===== src/hdl/apfs_regs.svh =====
`ifndef APFS_REGS_SVH
`define APFS_REGS_SVH

// Register byte offsets on the AXI4-Lite bus.
`define APFS_SEL_OFS      32'h0000_0000
`define APFS_STAT_OFS     32'h0000_0004

// Select register field positions.
`define APFS_RX_BIT       7
`define APFS_SDO_BIT      6
`define APFS_SS_BIT       5
`define APFS_UNIMP_BIT    4
`define APFS_TG_BIT       3
`define APFS_TX_BIT       2

// Reset value and writable bits for each package variant.
`define APFS_SEL_RESET    8'h00
`define APFS_SEL_MASK14   8'hEC
`define APFS_SEL_MASK20   8'h8C

// Status register layout: five 4-bit pin codes, then the variant flag.
`define APFS_STAT_VAR_BIT 20

// AXI response codes.
`define APFS_RESP_OKAY    2'b00
`define APFS_RESP_DECERR  2'b11

// Counts of routed functions and of candidate pins.
`define APFS_NFN          5
`define APFS_NPIN         12

`endif


===== src/hdl/apfs_pkg.sv =====
package apfs_pkg;

    typedef enum logic [3:0] {
        APFS_RA0,
        APFS_RA1,
        APFS_RA3,
        APFS_RA4,
        APFS_RB5,
        APFS_RB7,
        APFS_RC2,
        APFS_RC3,
        APFS_RC4,
        APFS_RC5,
        APFS_RC6,
        APFS_RC7
    } apfs_pin_t;

    typedef enum logic [2:0] {
        APFS_FN_RX,
        APFS_FN_SDO,
        APFS_FN_SS,
        APFS_FN_TG,
        APFS_FN_TX
    } apfs_fn_t;

endpackage


===== src/hdl/apfs_fn_if.sv =====
`timescale 1ns/1ps
`default_nettype none
`include "apfs_regs.svh"

interface apfs_fn_if;
    import apfs_pkg::*;

    apfs_pin_t            pin [`APFS_NFN];
    logic [`APFS_NFN-1:0] out;
    logic [`APFS_NFN-1:0] oe;
    logic [`APFS_NFN-1:0] in;

    modport src (output pin, output out, output oe, input in);
    modport mux (input pin, input out, input oe, output in);
endinterface

`default_nettype wire


===== src/hdl/apfs_pin_mux.sv =====
`timescale 1ns/1ps
`default_nettype none
`include "apfs_regs.svh"

module apfs_pin_mux
    import apfs_pkg::*;
(
    apfs_fn_if.mux                       fn,
    input  wire logic [`APFS_NPIN-1:0]   pin_in,
    input  wire logic [`APFS_NPIN-1:0]   gpio_out,
    input  wire logic [`APFS_NPIN-1:0]   gpio_oe,
    output logic      [`APFS_NPIN-1:0]   pad_out_nxt,
    output logic      [`APFS_NPIN-1:0]   pad_oe_nxt
);

    // A pin keeps its port behaviour unless the function routed to it is
    // driving; the lowest function number wins if two ever meet on one pin.
    always_comb
    begin
        pad_out_nxt = gpio_out;
        pad_oe_nxt  = gpio_oe;
        for (int p = 0; p < `APFS_NPIN; p++)
        begin
            for (int f = `APFS_NFN - 1; f >= 0; f--)
            begin
                if (fn.oe[f] && (fn.pin[f] == apfs_pin_t'(4'(p))))
                begin
                    pad_out_nxt[p] = fn.out[f];
                    pad_oe_nxt[p]  = 1'b1;
                end
            end
        end
    end

    // Each function samples only the pin it is routed to.
    always_comb
    begin
        for (int f = 0; f < `APFS_NFN; f++)
        begin
            fn.in[f] = pin_in[fn.pin[f]];
        end
    end

endmodule

`default_nettype wire


===== src/hdl/apfs_top.sv =====
// Chosen here: the AXI4-Lite interface to the registers and the register addresses.
`timescale 1ns/1ps
`default_nettype none
`include "apfs_regs.svh"

module apfs_top
    import apfs_pkg::*;
#(
    parameter bit PIN20  = 1'b1,
    parameter int ADDR_W = 4
)
(
    input  wire logic                  clk_sys,
    input  wire logic                  rst,
    input  wire logic [ADDR_W-1:0]     s_axi_awaddr,
    input  wire logic                  s_axi_awvalid,
    output logic                       s_axi_awready,
    input  wire logic [31:0]           s_axi_wdata,
    input  wire logic [3:0]            s_axi_wstrb,
    input  wire logic                  s_axi_wvalid,
    output logic                       s_axi_wready,
    output logic [1:0]                 s_axi_bresp,
    output logic                       s_axi_bvalid,
    input  wire logic                  s_axi_bready,
    input  wire logic [ADDR_W-1:0]     s_axi_araddr,
    input  wire logic                  s_axi_arvalid,
    output logic                       s_axi_arready,
    output logic [31:0]                s_axi_rdata,
    output logic [1:0]                 s_axi_rresp,
    output logic                       s_axi_rvalid,
    input  wire logic                  s_axi_rready,
    input  wire logic [`APFS_NPIN-1:0] pad_in,
    output logic      [`APFS_NPIN-1:0] pad_out,
    output logic      [`APFS_NPIN-1:0] pad_oe,
    input  wire logic [`APFS_NPIN-1:0] gpio_out,
    input  wire logic [`APFS_NPIN-1:0] gpio_oe,
    output logic      [`APFS_NPIN-1:0] gpio_in,
    input  wire logic                  serial_receive_data_out,
    input  wire logic                  serial_receive_data_oe,
    output logic                       serial_receive_data_in,
    input  wire logic                  serial_transmit_clock_out,
    input  wire logic                  serial_transmit_clock_oe,
    output logic                       serial_transmit_clock_in,
    input  wire logic                  spi_serial_dout,
    input  wire logic                  spi_serial_dout_oe,
    output logic                       spi_slave_select_in_n,
    output logic                       timer_gate_input
);

    localparam logic [7:0] SEL_MASK = PIN20 ? `APFS_SEL_MASK20 : `APFS_SEL_MASK14;

    logic [7:0]            sel_r;
    logic                  aw_got_r;
    logic [ADDR_W-1:0]     awaddr_r;
    logic                  w_got_r;
    logic [7:0]            wdata_r;
    logic                  wstrb0_r;
    logic                  bvalid_r;
    logic [1:0]            bresp_r;
    logic                  rvalid_r;
    logic [31:0]           rdata_r;
    logic [1:0]            rresp_r;
    logic [`APFS_NPIN-1:0] pin_meta_r;
    logic [`APFS_NPIN-1:0] pin_sync_r;
    logic [`APFS_NPIN-1:0] pad_out_nxt;
    logic [`APFS_NPIN-1:0] pad_oe_nxt;
    logic [`APFS_NPIN-1:0] pad_out_r;
    logic [`APFS_NPIN-1:0] pad_oe_r;
    logic                  rx_in_r;
    logic                  tx_in_r;
    logic                  ss_in_r;
    logic                  tg_in_r;
    logic                  do_write;
    logic                  aw_is_sel;
    logic                  aw_is_stat;
    logic                  ar_is_sel;
    logic                  ar_is_stat;
    logic [31:0]           status;

    apfs_fn_if fn_bus ();

    // Bus slave.

    assign s_axi_awready = !aw_got_r && !bvalid_r;
    assign s_axi_wready  = !w_got_r && !bvalid_r;
    assign s_axi_arready = !rvalid_r;
    assign s_axi_bvalid  = bvalid_r;
    assign s_axi_bresp   = bresp_r;
    assign s_axi_rvalid  = rvalid_r;
    assign s_axi_rdata   = rdata_r;
    assign s_axi_rresp   = rresp_r;

    assign do_write   = aw_got_r && w_got_r;
    assign aw_is_sel  = {awaddr_r[ADDR_W-1:2], 2'b00} == ADDR_W'(`APFS_SEL_OFS);
    assign aw_is_stat = {awaddr_r[ADDR_W-1:2], 2'b00} == ADDR_W'(`APFS_STAT_OFS);
    assign ar_is_sel  = {s_axi_araddr[ADDR_W-1:2], 2'b00} == ADDR_W'(`APFS_SEL_OFS);
    assign ar_is_stat = {s_axi_araddr[ADDR_W-1:2], 2'b00} == ADDR_W'(`APFS_STAT_OFS);

    // Address and data are latched separately so either may come first.
    always_ff @(posedge clk_sys or posedge rst)
    begin
        if (rst)
        begin
            aw_got_r <= 1'b0;
            awaddr_r <= '0;
            w_got_r  <= 1'b0;
            wdata_r  <= 8'h00;
            wstrb0_r <= 1'b0;
        end
        else
        begin
            if (s_axi_awvalid && s_axi_awready)
            begin
                aw_got_r <= 1'b1;
                awaddr_r <= s_axi_awaddr;
            end
            else if (do_write)
            begin
                aw_got_r <= 1'b0;
            end
            if (s_axi_wvalid && s_axi_wready)
            begin
                w_got_r  <= 1'b1;
                wdata_r  <= s_axi_wdata[7:0];
                wstrb0_r <= s_axi_wstrb[0];
            end
            else if (do_write)
            begin
                w_got_r <= 1'b0;
            end
        end
    end

    // Bits outside the variant's mask, bit 4 among them, never store.
    always_ff @(posedge clk_sys or posedge rst)
    begin
        if (rst)
        begin
            sel_r <= `APFS_SEL_RESET;
        end
        else if (do_write && aw_is_sel && wstrb0_r)
        begin
            sel_r <= wdata_r & SEL_MASK;
        end
    end

    // Writes to the status word are accepted and dropped.
    always_ff @(posedge clk_sys or posedge rst)
    begin
        if (rst)
        begin
            bvalid_r <= 1'b0;
            bresp_r  <= `APFS_RESP_OKAY;
        end
        else if (do_write)
        begin
            bvalid_r <= 1'b1;
            bresp_r  <= (aw_is_sel || aw_is_stat) ? `APFS_RESP_OKAY : `APFS_RESP_DECERR;
        end
        else if (s_axi_bready)
        begin
            bvalid_r <= 1'b0;
        end
    end

    assign status = {11'h000, PIN20,
                     fn_bus.pin[APFS_FN_TX], fn_bus.pin[APFS_FN_TG],
                     fn_bus.pin[APFS_FN_SS], fn_bus.pin[APFS_FN_SDO],
                     fn_bus.pin[APFS_FN_RX]};

    always_ff @(posedge clk_sys or posedge rst)
    begin
        if (rst)
        begin
            rvalid_r <= 1'b0;
            rdata_r  <= 32'h0000_0000;
            rresp_r  <= `APFS_RESP_OKAY;
        end
        else if (s_axi_arvalid && s_axi_arready)
        begin
            rvalid_r <= 1'b1;
            rresp_r  <= (ar_is_sel || ar_is_stat) ? `APFS_RESP_OKAY : `APFS_RESP_DECERR;
            if (ar_is_sel)
            begin
                rdata_r <= {24'h000000, sel_r & SEL_MASK};
            end
            else if (ar_is_stat)
            begin
                rdata_r <= status;
            end
            else
            begin
                rdata_r <= 32'h0000_0000;
            end
        end
        else if (s_axi_rready)
        begin
            rvalid_r <= 1'b0;
        end
    end

    // Routing of each function to its pin.

    always_comb
    begin
        fn_bus.pin[APFS_FN_RX]  = PIN20 ? (sel_r[`APFS_RX_BIT] ? APFS_RC5 : APFS_RB5)
                                        : (sel_r[`APFS_RX_BIT] ? APFS_RA1 : APFS_RC5);
        fn_bus.pin[APFS_FN_SDO] = PIN20 ? APFS_RC7
                                        : (sel_r[`APFS_SDO_BIT] ? APFS_RA4 : APFS_RC2);
        fn_bus.pin[APFS_FN_SS]  = PIN20 ? APFS_RC6
                                        : (sel_r[`APFS_SS_BIT] ? APFS_RA3 : APFS_RC3);
        fn_bus.pin[APFS_FN_TG]  = sel_r[`APFS_TG_BIT] ? APFS_RA3 : APFS_RA4;
        fn_bus.pin[APFS_FN_TX]  = PIN20 ? (sel_r[`APFS_TX_BIT] ? APFS_RC4 : APFS_RB7)
                                        : (sel_r[`APFS_TX_BIT] ? APFS_RA0 : APFS_RC4);
        fn_bus.out = {serial_transmit_clock_out, 1'b0, 1'b0,
                      spi_serial_dout, serial_receive_data_out};
        fn_bus.oe  = {serial_transmit_clock_oe, 1'b0, 1'b0,
                      spi_serial_dout_oe, serial_receive_data_oe};
    end

    apfs_pin_mux u_mux (
        .fn          (fn_bus.mux),
        .pin_in      (pin_sync_r),
        .gpio_out    (gpio_out),
        .gpio_oe     (gpio_oe),
        .pad_out_nxt (pad_out_nxt),
        .pad_oe_nxt  (pad_oe_nxt)
    );

    // Pad levels come from outside the clock domain and are synchronised first.
    always_ff @(posedge clk_sys or posedge rst)
    begin
        if (rst)
        begin
            pin_meta_r <= '0;
            pin_sync_r <= '0;
        end
        else
        begin
            pin_meta_r <= pad_in;
            pin_sync_r <= pin_meta_r;
        end
    end

    // Registered pad drive keeps glitches from select changes off the pins.
    always_ff @(posedge clk_sys or posedge rst)
    begin
        if (rst)
        begin
            pad_out_r <= '0;
            pad_oe_r  <= '0;
        end
        else
        begin
            pad_out_r <= pad_out_nxt;
            pad_oe_r  <= pad_oe_nxt;
        end
    end

    // Slave select resets high so the SPI is deselected in reset, then reads low for two cycles from the synchroniser's reset value.
    always_ff @(posedge clk_sys or posedge rst)
    begin
        if (rst)
        begin
            rx_in_r <= 1'b0;
            tx_in_r <= 1'b0;
            ss_in_r <= 1'b1;
            tg_in_r <= 1'b0;
        end
        else
        begin
            rx_in_r <= fn_bus.in[APFS_FN_RX];
            tx_in_r <= fn_bus.in[APFS_FN_TX];
            ss_in_r <= fn_bus.in[APFS_FN_SS];
            tg_in_r <= fn_bus.in[APFS_FN_TG];
        end
    end

    assign pad_out                  = pad_out_r;
    assign pad_oe                   = pad_oe_r;
    assign gpio_in                  = pin_sync_r;
    assign serial_receive_data_in   = rx_in_r;
    assign serial_transmit_clock_in = tx_in_r;
    assign spi_slave_select_in_n    = ss_in_r;
    assign timer_gate_input         = tg_in_r;
endmodule

`default_nettype wire


===== config.mk =====
export PLATFORM = sky130hd
export DESIGN_NAME = apfs_top
export DESIGN_NICKNAME = d
export VERILOG_FILES = /design/src/hdl/apfs_pkg.sv /design/src/hdl/apfs_fn_if.sv /design/src/hdl/apfs_pin_mux.sv /design/src/hdl/apfs_top.sv
export VERILOG_INCLUDE_DIRS = /design/src /design/src/hdl
export SDC_FILE = /design/constraint.sdc
export NUM_CORES = 1
export LEC_CHECK = 0
export BUFFER_PORTS_ARGS = -buffer_cell sky130_fd_sc_hd__buf_2
export CAP_MARGIN = 20
export CORE_UTILIZATION = 41
export DETAILED_ROUTE_END_ITERATION = 12
export GPL_TIMING_DRIVEN = 1
export PLACE_DENSITY = 0.78
export SYNTH_ARGS = -nofsm -noshare
export SYNTH_HDL_FRONTEND = slang
export SYNTH_SLANG_ARGS = --single-unit

===== constraint.sdc =====
create_clock -name clk_sys -period 2.8 [get_ports clk_sys]
set_clock_uncertainty 0.1 [all_clocks]
set_input_delay 0 -clock clk_sys [delete_from_list [all_inputs] [get_ports clk_sys]]
set_output_delay 0 -clock clk_sys [all_outputs]
set_load 0.02 [all_outputs]

After elaboration in Yosys (flattened, before gate mapping)
Index checks and enable logic that the tools add are counted.
{ "totals": {"out_inout_bits": 81, "regBits": 108} }
{ "classes": {"magnitude_cmp": 3, "mux": 70, "n_reduce_logical": 46, "n_eq_ne": 24} }
{ "ops": {"columns": ["op", "count"], "rows": [
  ["2-to-1 mux 1 bit", 61],
  ["2-to-1 mux 21 bit", 2],
  ["== test 4 x 3 -> 1 bit, second input constant", 8],
  ["== test 4 bit, second input constant", 8],
  ["logical AND 1 bit", 32],
  ["== test 4 x 2 -> 1 bit, second input constant", 4],
  ["binary-select mux 1 bit (select 4 bit)", 3],
  ["< comparator 4 x 5 -> 1 bit, second input constant", 2],
  ["== test 4 x 1 -> 1 bit, second input constant", 2],
  ["zero test 4 bit", 2],
  ["2-to-1 mux 4 bit", 2],
  ["nonzero test 2 bit", 4],
  ["< comparator 2 x 5 -> 1 bit, second input constant", 1],
  ["== test 2 x 1 -> 1 bit, second input constant", 2],
  ["zero test 1 bit", 4],
  ["zero test 2 bit", 2],
  ["2-to-1 mux 2 bit", 2],
  ["logical OR 1 bit", 2]
]} }

Depth between registers and ports, before layout
Gate-level depths: netlist of run 1.
{ "logic_depth": {"depth_word": 6, "mapped_depth": 4} }

Modules after synthesis
A second synthesis of run 1 with hierarchy kept.
{ "unflattened": {"cells_unflattened": 425, "area_unflattened_um2": 4351.7} }
{ "by_module_without_submodules": {"columns": ["mod", "cells_each", "instances", "area_each_um2"], "rows": [
  ["apfs_top", 155, 1, 2431.1],
  ["apfs_pin_mux", 270, 1, 1920.6]
]} }

Worst setup path before layout of run 1
Ideal clock, no wire load.
{ "synth_timing": {"kind": "reg-to-reg", "startpoint": "register bvalid_r, in the netlist s_axi_bvalid", "endpoint": "register wdata_r[2]", "stages_incl_launch_ff": 5, "arrival_time_ps": 1443, "setup_slack_ps": 1132, "synth_period_minus_slack_ps": 1668, "n_path_buf": 1, "t_required_ps": 2575, "path_cell_list": "dfrtp_1 > nor2_1 > and2_1 > buf_2 > mux2_2"} }
{ "synth_between": {"elab_chain_cells": 3} }
{ "synth_lines": {"columns": ["item", "line_no", "rtl"], "rows": [
  ["from (decl)", "apfs_top.sv:58", "logic bvalid_r;"],
  ["from (signal assigned)", "apfs_top.sv:152", "bvalid_r <= 1'b0;"],
  ["from (signal assigned)", "apfs_top.sv:157", "bvalid_r <= 1'b1;"],
  ["from (signal assigned)", "apfs_top.sv:162", "bvalid_r <= 1'b0;"],
  ["zero test 1 bit", "apfs_top.sv:85", "assign s_axi_wready = !w_got_r && !bvalid_r;"],
  ["logical AND 1 bit", "apfs_top.sv:85", null],
  ["via s_axi_wready", "apfs_top.sv:21", "output logic s_axi_wready,"],
  ["logical AND 1 bit", "apfs_top.sv:121", "if (s_axi_wvalid && s_axi_wready)"],
  ["to (signal assigned)", "apfs_top.sv:124", "wdata_r <= s_axi_wdata[7:0];"],
  ["to (decl)", "apfs_top.sv:56", "logic [7:0] wdata_r;"]
]} }
The timed path passes the listed nets, and every way through them passes these cells.
A chain may end at the register's enable or synchronous reset.

Final worst setup path of run 1
{ "layout_timing": {"startpoint": "register sel_r[7]", "endpoint": "register pad_out_r[4], in the netlist pad_out[4]"} }
{ "layout_between": {"elab_chain_cells": 4} }
{ "layout_lines": {"columns": ["item", "line_no", "rtl"], "rows": [
  ["from (decl)", "apfs_top.sv:52", "logic [7:0] sel_r;"],
  ["from (signal assigned)", "apfs_top.sv:139", "sel_r <= `APFS_SEL_RESET;"],
  ["from (signal assigned)", "apfs_top.sv:143", "sel_r <= wdata_r & SEL_MASK;"],
  ["2-to-1 mux 4 bit", "apfs_top.sv:206", "fn_bus.pin[APFS_FN_RX] = PIN20 ? (sel_r[`APFS_RX_BIT] ? APFS_RC5 : APFS_RB5)"],
  ["== test 4 x 3 -> 1 bit", "apfs_pin_mux.sv:26", "if (fn.oe[f] && (fn.pin[f] == apfs_pin_t'(4'(p))))"],
  ["logical AND 1 bit", "apfs_pin_mux.sv:26", null],
  ["2-to-1 mux 1 bit", "apfs_pin_mux.sv:26", null],
  ["via pad_out_nxt[4]", "apfs_top.sv:65", "logic [`APFS_NPIN-1:0] pad_out_nxt;"],
  ["to (signal assigned)", "apfs_top.sv:255", "pad_out_r <= pad_out_nxt;"],
  ["to (decl)", "apfs_top.sv:67", "logic [`APFS_NPIN-1:0] pad_out_r;"]
]} }
The timed path passes the listed nets, and every way through them passes these cells.

==> summary.md, run 1 <==
| Metric | Value |
|---|---|
| Starting Density | 42.9% |
| CP Launch Point | sel_r[7]$_DFFE_PP0P_ |
| Pleak | 0.00200 uW |
| Post-route DRC | 0 |
| Root Driver | clkbuf_8 |
| Num CTS Buffers | 9 |
| HP Class | in2reg |
| Slowest Stage Delay on Critical Path | 550 ps |
| Clock Pin Slew Worst Setup and Hold Paths | 80 ps |
| Area contributors post-synth | dfrtp_1, mux2_2, buf_4, nand2_1, o21ai_0 |
| Die Ht | 81.2 um |
| Stages on worst setup path | 4 |
| Pin count of the biggest net entering global routing | 67 |
| Synth Cell Area | 0.00257 mm^2 |
| CP top delay family | buffers and inverters |
| Post-Route WL | 5840 um |
| Proportion of layout cells with a drive suffix above 1 | 45.6% |
| Yosys top cell by area | dfrtp_1 |
| Cells after synthesis | 170 |
| Starting DRT DRC Count | 40 |
| Die area | 0.00660 mm^2 |
| Vias in the first global route | 1930 |
| Final nets | 448 |
| Post-cts resize count | 0 |
| VDD IR max | 0.550 mV |
| Core Footprint | 0.00599 mm^2 |
| Setup violators final | 0 |
| Slew Viols, Final | 0 |
| R2R Path End | pad_out[4]$_DFF_PP0_ |
| Pwr Density | 740 mW/mm^2 |
| Standard-cell rows | 28 |
| Sequential-to-total area share from yosys stat | 73.0% |
| CTS Buffer Depth | 2 |
| Startpoint Class | flip-flop |
| Seq cells post-synth | 75 |
| Share of the synthesized area in the top cell type | 72.0% |
| Port Buffer Count | 119 |
| H-tree levels | 3 |
| Highest Clock Rate | 557 MHz |
| Max_cap viols | 0 |
| CP Capture Point | pad_out[4]$_DFF_PP0_ |
| Pre-antenna DRT Iters | 4 |
| IO Count | 174 |
| Tcrit/Tclk final | 64.1% |
| Die Wd | 81.2 um |
| Vias per std cell | 4.30 |
| Count of cell types in the netlist | 21 |
| Final Critical Period | 1800 ps |
| Status | finished, final reports clean |
| Worst setup EP type | flip-flop |
| Post-Route Setup TNS | 0 ps |
| Clk_lat worst skew | 330 ps |
| HPWL Detailed | 3340 um |
| Warnings, synthesis | 0 |
| WP buf/inv | 2 |
| Post-CTS Setup Repair Bufs | 0 |
| Worst path arrival time | 1910 ps |
| Final hold violation count | 0 |
| Overflow after GRT | 0 |
| Hold Slack | 36.0 ps |
| GRT Util Overall | 19.3% |
| Via count | 1870 |
| Antenna-violating nets left | 0 |
| CTS sink cnt | 75 |
| Data required, critical path | 2910 ps |
| CTS Hold Bufs | 64 |
| N_diodes | 0 |
| CTS tree | yes |
| R2R cell count | 4 |
| CP max-delay cell | dlygate4sd3_1 |
| R2r startpoint | sel_r[7]$_DFFE_PP0P_ |
| First-pass GRT wire length | 9090 um |
| Unrepaired setup endpoints after global routing | no |
| Synth Area per Inst | 15.1 um^2 |
| Initial antenna violation count | 0 |
| Synth-to-Final Area Change | 54.3% |
| CP max FO | 6 |
| Wirelength per Cell | 13.4 um |
| Global placer's final weighted congestion | 0.682 |
| R2r setup slk | 1000 ps |
| Worst setup path class | reg2reg |
| # fillers | 464 |
| Worst-path cell chain | inv_1 > nand2_1 > mux2_2 > dlygate4sd3_1 |
==> layout by cell type, fill, tap and decap left out, types with 4 or more instances in the layout <==
master	count
dlygate4sd3_1	64
conb_1	18
clkbuf_8	9
mux2_2	19
nand2_1	14
inv_1	5
dfrtp_1	74
nand2b_1	4
o21ai_0	7
buf_2	119
==> sequential cells by signal, summed over array words and instances, names as in the netlist, 2 cells and up <==
| register | count |
|---|---|
| awaddr_r | 2 |
| gpio_in | 12 |
| pad_oe | 12 |
| pad_out | 12 |
| pin_meta_r | 12 |
| s_axi_rdata | 8 |
| sel_r | 3 |
| wdata_r | 3 |
==> worst register-to-register path: stages, from the launching register on <==
cell and delay (ps):
dfrtp_1 480, inv_1 110, nand2_1 100, mux2_2 330, dlygate4sd3_1 550
==> worst min path at each step <==
stage                       startpoint                 endpoint  slack (ps)  cells past startpoint
after floorplan             gpio_oe[0]      pad_oe[0]$_DFF_PP0_         -70                      0
after global placement     gpio_out[0]     pad_out[0]$_DFF_PP0_           8                      1
after detailed placement     pad_in[6]  pin_meta_r[6]$_DFF_PP0_           9                      1
after CTS                 s_axi_wvalid      w_got_r$_DFFE_PP0P_          20                      3
after global routing      s_axi_wvalid      w_got_r$_DFFE_PP0P_          50                      3
final                     s_axi_wvalid      w_got_r$_DFFE_PP0P_          40                      3
==> synth_stat cells, drive strengths merged <==
library cell / instances
nor4b: 1
mux2: 19
or3b: 1
dfrtp: 74
nand2: 15
dfstp: 1
or2: 1
and2: 1
buf: 28
o31ai: 3
nor2: 3
mux2i: 2
o21ai: 7
a21o: 1
clkbuf: 1
conb: 1
inv: 6
nand2b: 5
==> metrics by stage <==
stage	util [%]	worst slack [ps]	instance area (um^2)	power, uW	cells
after floorplan	-	792	2640	1910	187
after global placement	52.3	1390	3130	2090	354
after detailed placement	52.3	1400	3130	2120	354
after CTS	65.8	990	3940	2950	434
after global routing	66.2	903	3970	3100	435
final	66.2	1000	3970	2940	435
==> cell type report <==
type	count	area, um^2	area share [%]
timing repair buffer	186	1280	32.2
sequential	75	1880	47.3
clock inverter	6	42.5	1.07
clock buffer	10	128	3.22
inverter	6	23.8	0.599
tap	75	93.8	2.36
multi-input combinational	77	524	13.2
==> cell families after synthesis <==
kind of cell,share of synthesized area [%]
simple gates,6.08
flops,73.0
mux,9.10
buf+inv,9.09
other cells,0.146
compound gates,2.58
==> report_power, final <==
group	switching (uW)	total (uW)	internal (uW)	leakage (uW)
Combinational	428	818	390	0.00103
Clock	392	715	323	0.0000827
Sequential	135	1410	1270	0.000888
Total	955	2940	1980	0.00200
==> per-layer routing <==
metal / GRT usage (%) / up-vias / part of all wire [%]
met5: 0 / - / 0
met4: 10.0 / 0 / 1.6
met3: 5.17 / 11 / 5.7
met2: 35.0 / 83 / 56
met1: 20.3 / 898 / 36
li1: - / 878 / -
(Power assumes the default switching activity.)
==> run 2, diff against run 1 <==
==> constraint.sdc (replaced) <==
create_clock -name clk_sys -period 1.87 [get_ports clk_sys]
set_clock_uncertainty 0.1 [all_clocks]
set_input_delay 0 -clock clk_sys [delete_from_list [all_inputs] [get_ports clk_sys]]
set_output_delay 0 -clock clk_sys [all_outputs]
set_load 0.02 [all_outputs]
==> run 2 against run 1 <==
Clock-buffer cell count fell by 1. Fmax rose by 1.3%. Final cell count fell by 0.23%. Via count fell by 1.2%. Critical path type unchanged. Largest cell class unchanged. Highest routed layer unchanged.
==> summary.md, run 2 (synthesis results as in run 1) <==
| Metric | Value |
|---|---|
| Status | finished, final reports clean |
| Data required, critical path | 1990 ps (-920 ps) |
| First-pass GRT wire length | 8910 um (-2.0%) |
| Core Footprint | 0.00599 mm^2 (unchanged) |
| Synth-to-Final Area Change | 55.3% |
| Vias per std cell | 4.26 (-0.95%) |
| Pwr Density | 1150 mW/mm^2 (+55%) |
| Port Buffer Count | 119 (unchanged) |
| Root Driver | clkbuf_8 |
| Standard-cell rows | 28 (unchanged) |
| Reg area | 0.00188 mm^2 (about the same) |
| Final hold violation count | 0 (unchanged) |
| Die area | 0.00660 mm^2 (unchanged) |
| R2r setup slk | 100 ps (-910 ps) |
| Startpoint Class | flip-flop |
| Global placer's final weighted congestion | 0.702 (+2.9%) |
| Initial antenna violation count | 0 (unchanged) |
| HPWL Detailed | 3500 um (+4.6%) |
| Highest Clock Rate | 564 MHz (+1.3%) |
| Via count | 1848 (-1.2%) |
| N_diodes | 0 (unchanged) |
| R2r startpoint | sel_r[7]$_DFFE_PP0P_ |
| # fillers | 454 (-2.2%) |
| IO Count | 174 (unchanged) |
| Tcrit/Tclk final | 94.8% (+31 points) |
| Pleak | 0.00201 uW (+0.11%) |
| Max_cap viols | 0 (unchanged) |
| Most common cell after layout, fill and taps aside | buf_2 |
| Pin count of the biggest net entering global routing | 40 (-40%) |
| Post-Route Setup TNS | 0 ps (unchanged) |
| Post-CTS Setup Repair Bufs | 0 (unchanged) |
| Overflow after GRT | 0 (unchanged) |
| Area of the multi-input gates | 524 um^2 (unchanged) |
| Vias in the first global route | 1952 (+1.1%) |
| Starting DRT DRC Count | 66 (+65%) |
| R2R Path End | pad_out[4]$_DFF_PP0_ |
| CP Launch Point | sel_r[7]$_DFFE_PP0P_ |
| Most frequent cells in the layout | buf_2, dfrtp_1, dlygate4sd3_1 |
| Pre-antenna DRT Iters | 4 (unchanged) |
| Setup violators final | 0 (unchanged) |
| Final nets | 447 (-0.22%) |
| Die Ht | 81.2 um (unchanged) |
| Wirelength per Cell | 13.2 um (-1.5%) |
| Worst setup path class | reg2reg |
| VDD IR max | 0.901 mV (+64%) |
| Post-Route WL | 5740 um (-1.7%) |
| Die Wd | 81.2 um (unchanged) |
| Worst setup EP type | flip-flop |
| CP Capture Point | pad_out[4]$_DFF_PP0_ |
| H-tree levels | 3 (unchanged) |
| CTS sink cnt | 75 (unchanged) |
| Worst path arrival time | 1890 ps (-20 ps) |
| Final Critical Period | 1770 ps (-23.8 ps) |
| R2R cell count | 4 (unchanged) |
| CTS Buffer Depth | 2 (unchanged) |
| Hold_sp | s_axi_wvalid |
| Clock Pin Slew Worst Setup and Hold Paths | 80 ps (about the same) |
| Clk_lat worst skew | 330 ps (about the same) |
| CTS tree | yes |
| Starting Density | 42.9% (unchanged) |
| CP max FO | 6 (unchanged) |
| HP Class | in2reg |
| Post-route DRC | 0 (unchanged) |
| GRT Util Overall | 19.1% (-0.25 points) |
| Unrepaired setup endpoints after global routing | no |
| Num CTS Buffers | 9 (unchanged) |
| Antenna-violating nets left | 0 (unchanged) |
| Slew Viols, Final | 0 (unchanged) |
| Proportion of layout cells with a drive suffix above 1 | 46.0% (+0.41 points) |
| Final Util | 66.7% (+0.42 points) |
[run 2: changes by cell type in the layout (fill, tap and decap cells not counted)]
cell	delta
clkinv_2	-3
buf_12	+1
buf_16	-1
buf_4	-1
bufinv_16	+1
clkbuf_1	-1
clkinvlp_4	+1
dfrtp_1	-1
dfrtp_2	+1
inv_6	+1
inv_8	+1
[run 2: layout make-up]
type	instances	area share, %
Sequential cell	75	47.1
Timing Repair Buffer	185	31.6
Multi-Input combinational cell	77	13.1
Clock buffer	9	3.10
Tap cell	75	2.35
Clock inverter	7	2.07
Inverter	6	0.658
[run 2: critical path: stages, from the launching register on]
cell and delay (ps):
dfrtp_1 470, inv_1 110, nand2_1 100, mux2_2 330
dlygate4sd3_1 560
[run 2: layer usage]
metal | GRT usage, % | vias to the layer above | share of wire, %
li1 | - | 875 | -
met1 | 20.4 | 894 | 36
met2 | 36.0 | 74 | 58
met3 | 3.93 | 5 | 4.9
met4 | 8.04 | 0 | 0.77
met5 | 0 | - | 0
[run 2: how the worst min path moves through the flow]
stage	end	slack (ps)	cells after the start
after floorplan	pad_oe[0]$_DFF_PP0_	-70	0
after CTS	w_got_r$_DFFE_PP0P_	30	3
after detailed placement	pin_meta_r[7]$_DFF_PP0_	-80	2
after global placement	pin_meta_r[7]$_DFF_PP0_	-90	2
after global routing	w_got_r$_DFFE_PP0P_	60	3
final	w_got_r$_DFFE_PP0P_	50	3
[run 2: power by group]
| group | total (uW) | switching, uW | internal (uW) |
|---|---|---|---|
| Sequential | 2100 | 193 | 1900 |
| Clock | 1260 | 627 | 637 |
| Combinational | 1230 | 647 | 583 |
[run 2: per-stage QoR]
step           hold WS, ps  setup WS (ps)  cells  total power, uW  area, um^2
3_5_place_dp         -78.9            453    354             3180        3150
2_1_floorplan        -68.6            202    187             2860        2640
6_report              53.6           98.0    434             4590        3990
3_3_place_gp         -93.0            470    354             3140        3150
4_1_cts               32.3           25.5    434             4640        3990
5_1_grt               59.1           16.5    434             4850        3990
[run 2: repair_timing]
item                                    in CTS  in global routing
endpoints found under the setup margin       0                  1
hold buffers                                64                  0
hold endpoints to repair                   129                  0
gates resized for setup                      0                  1
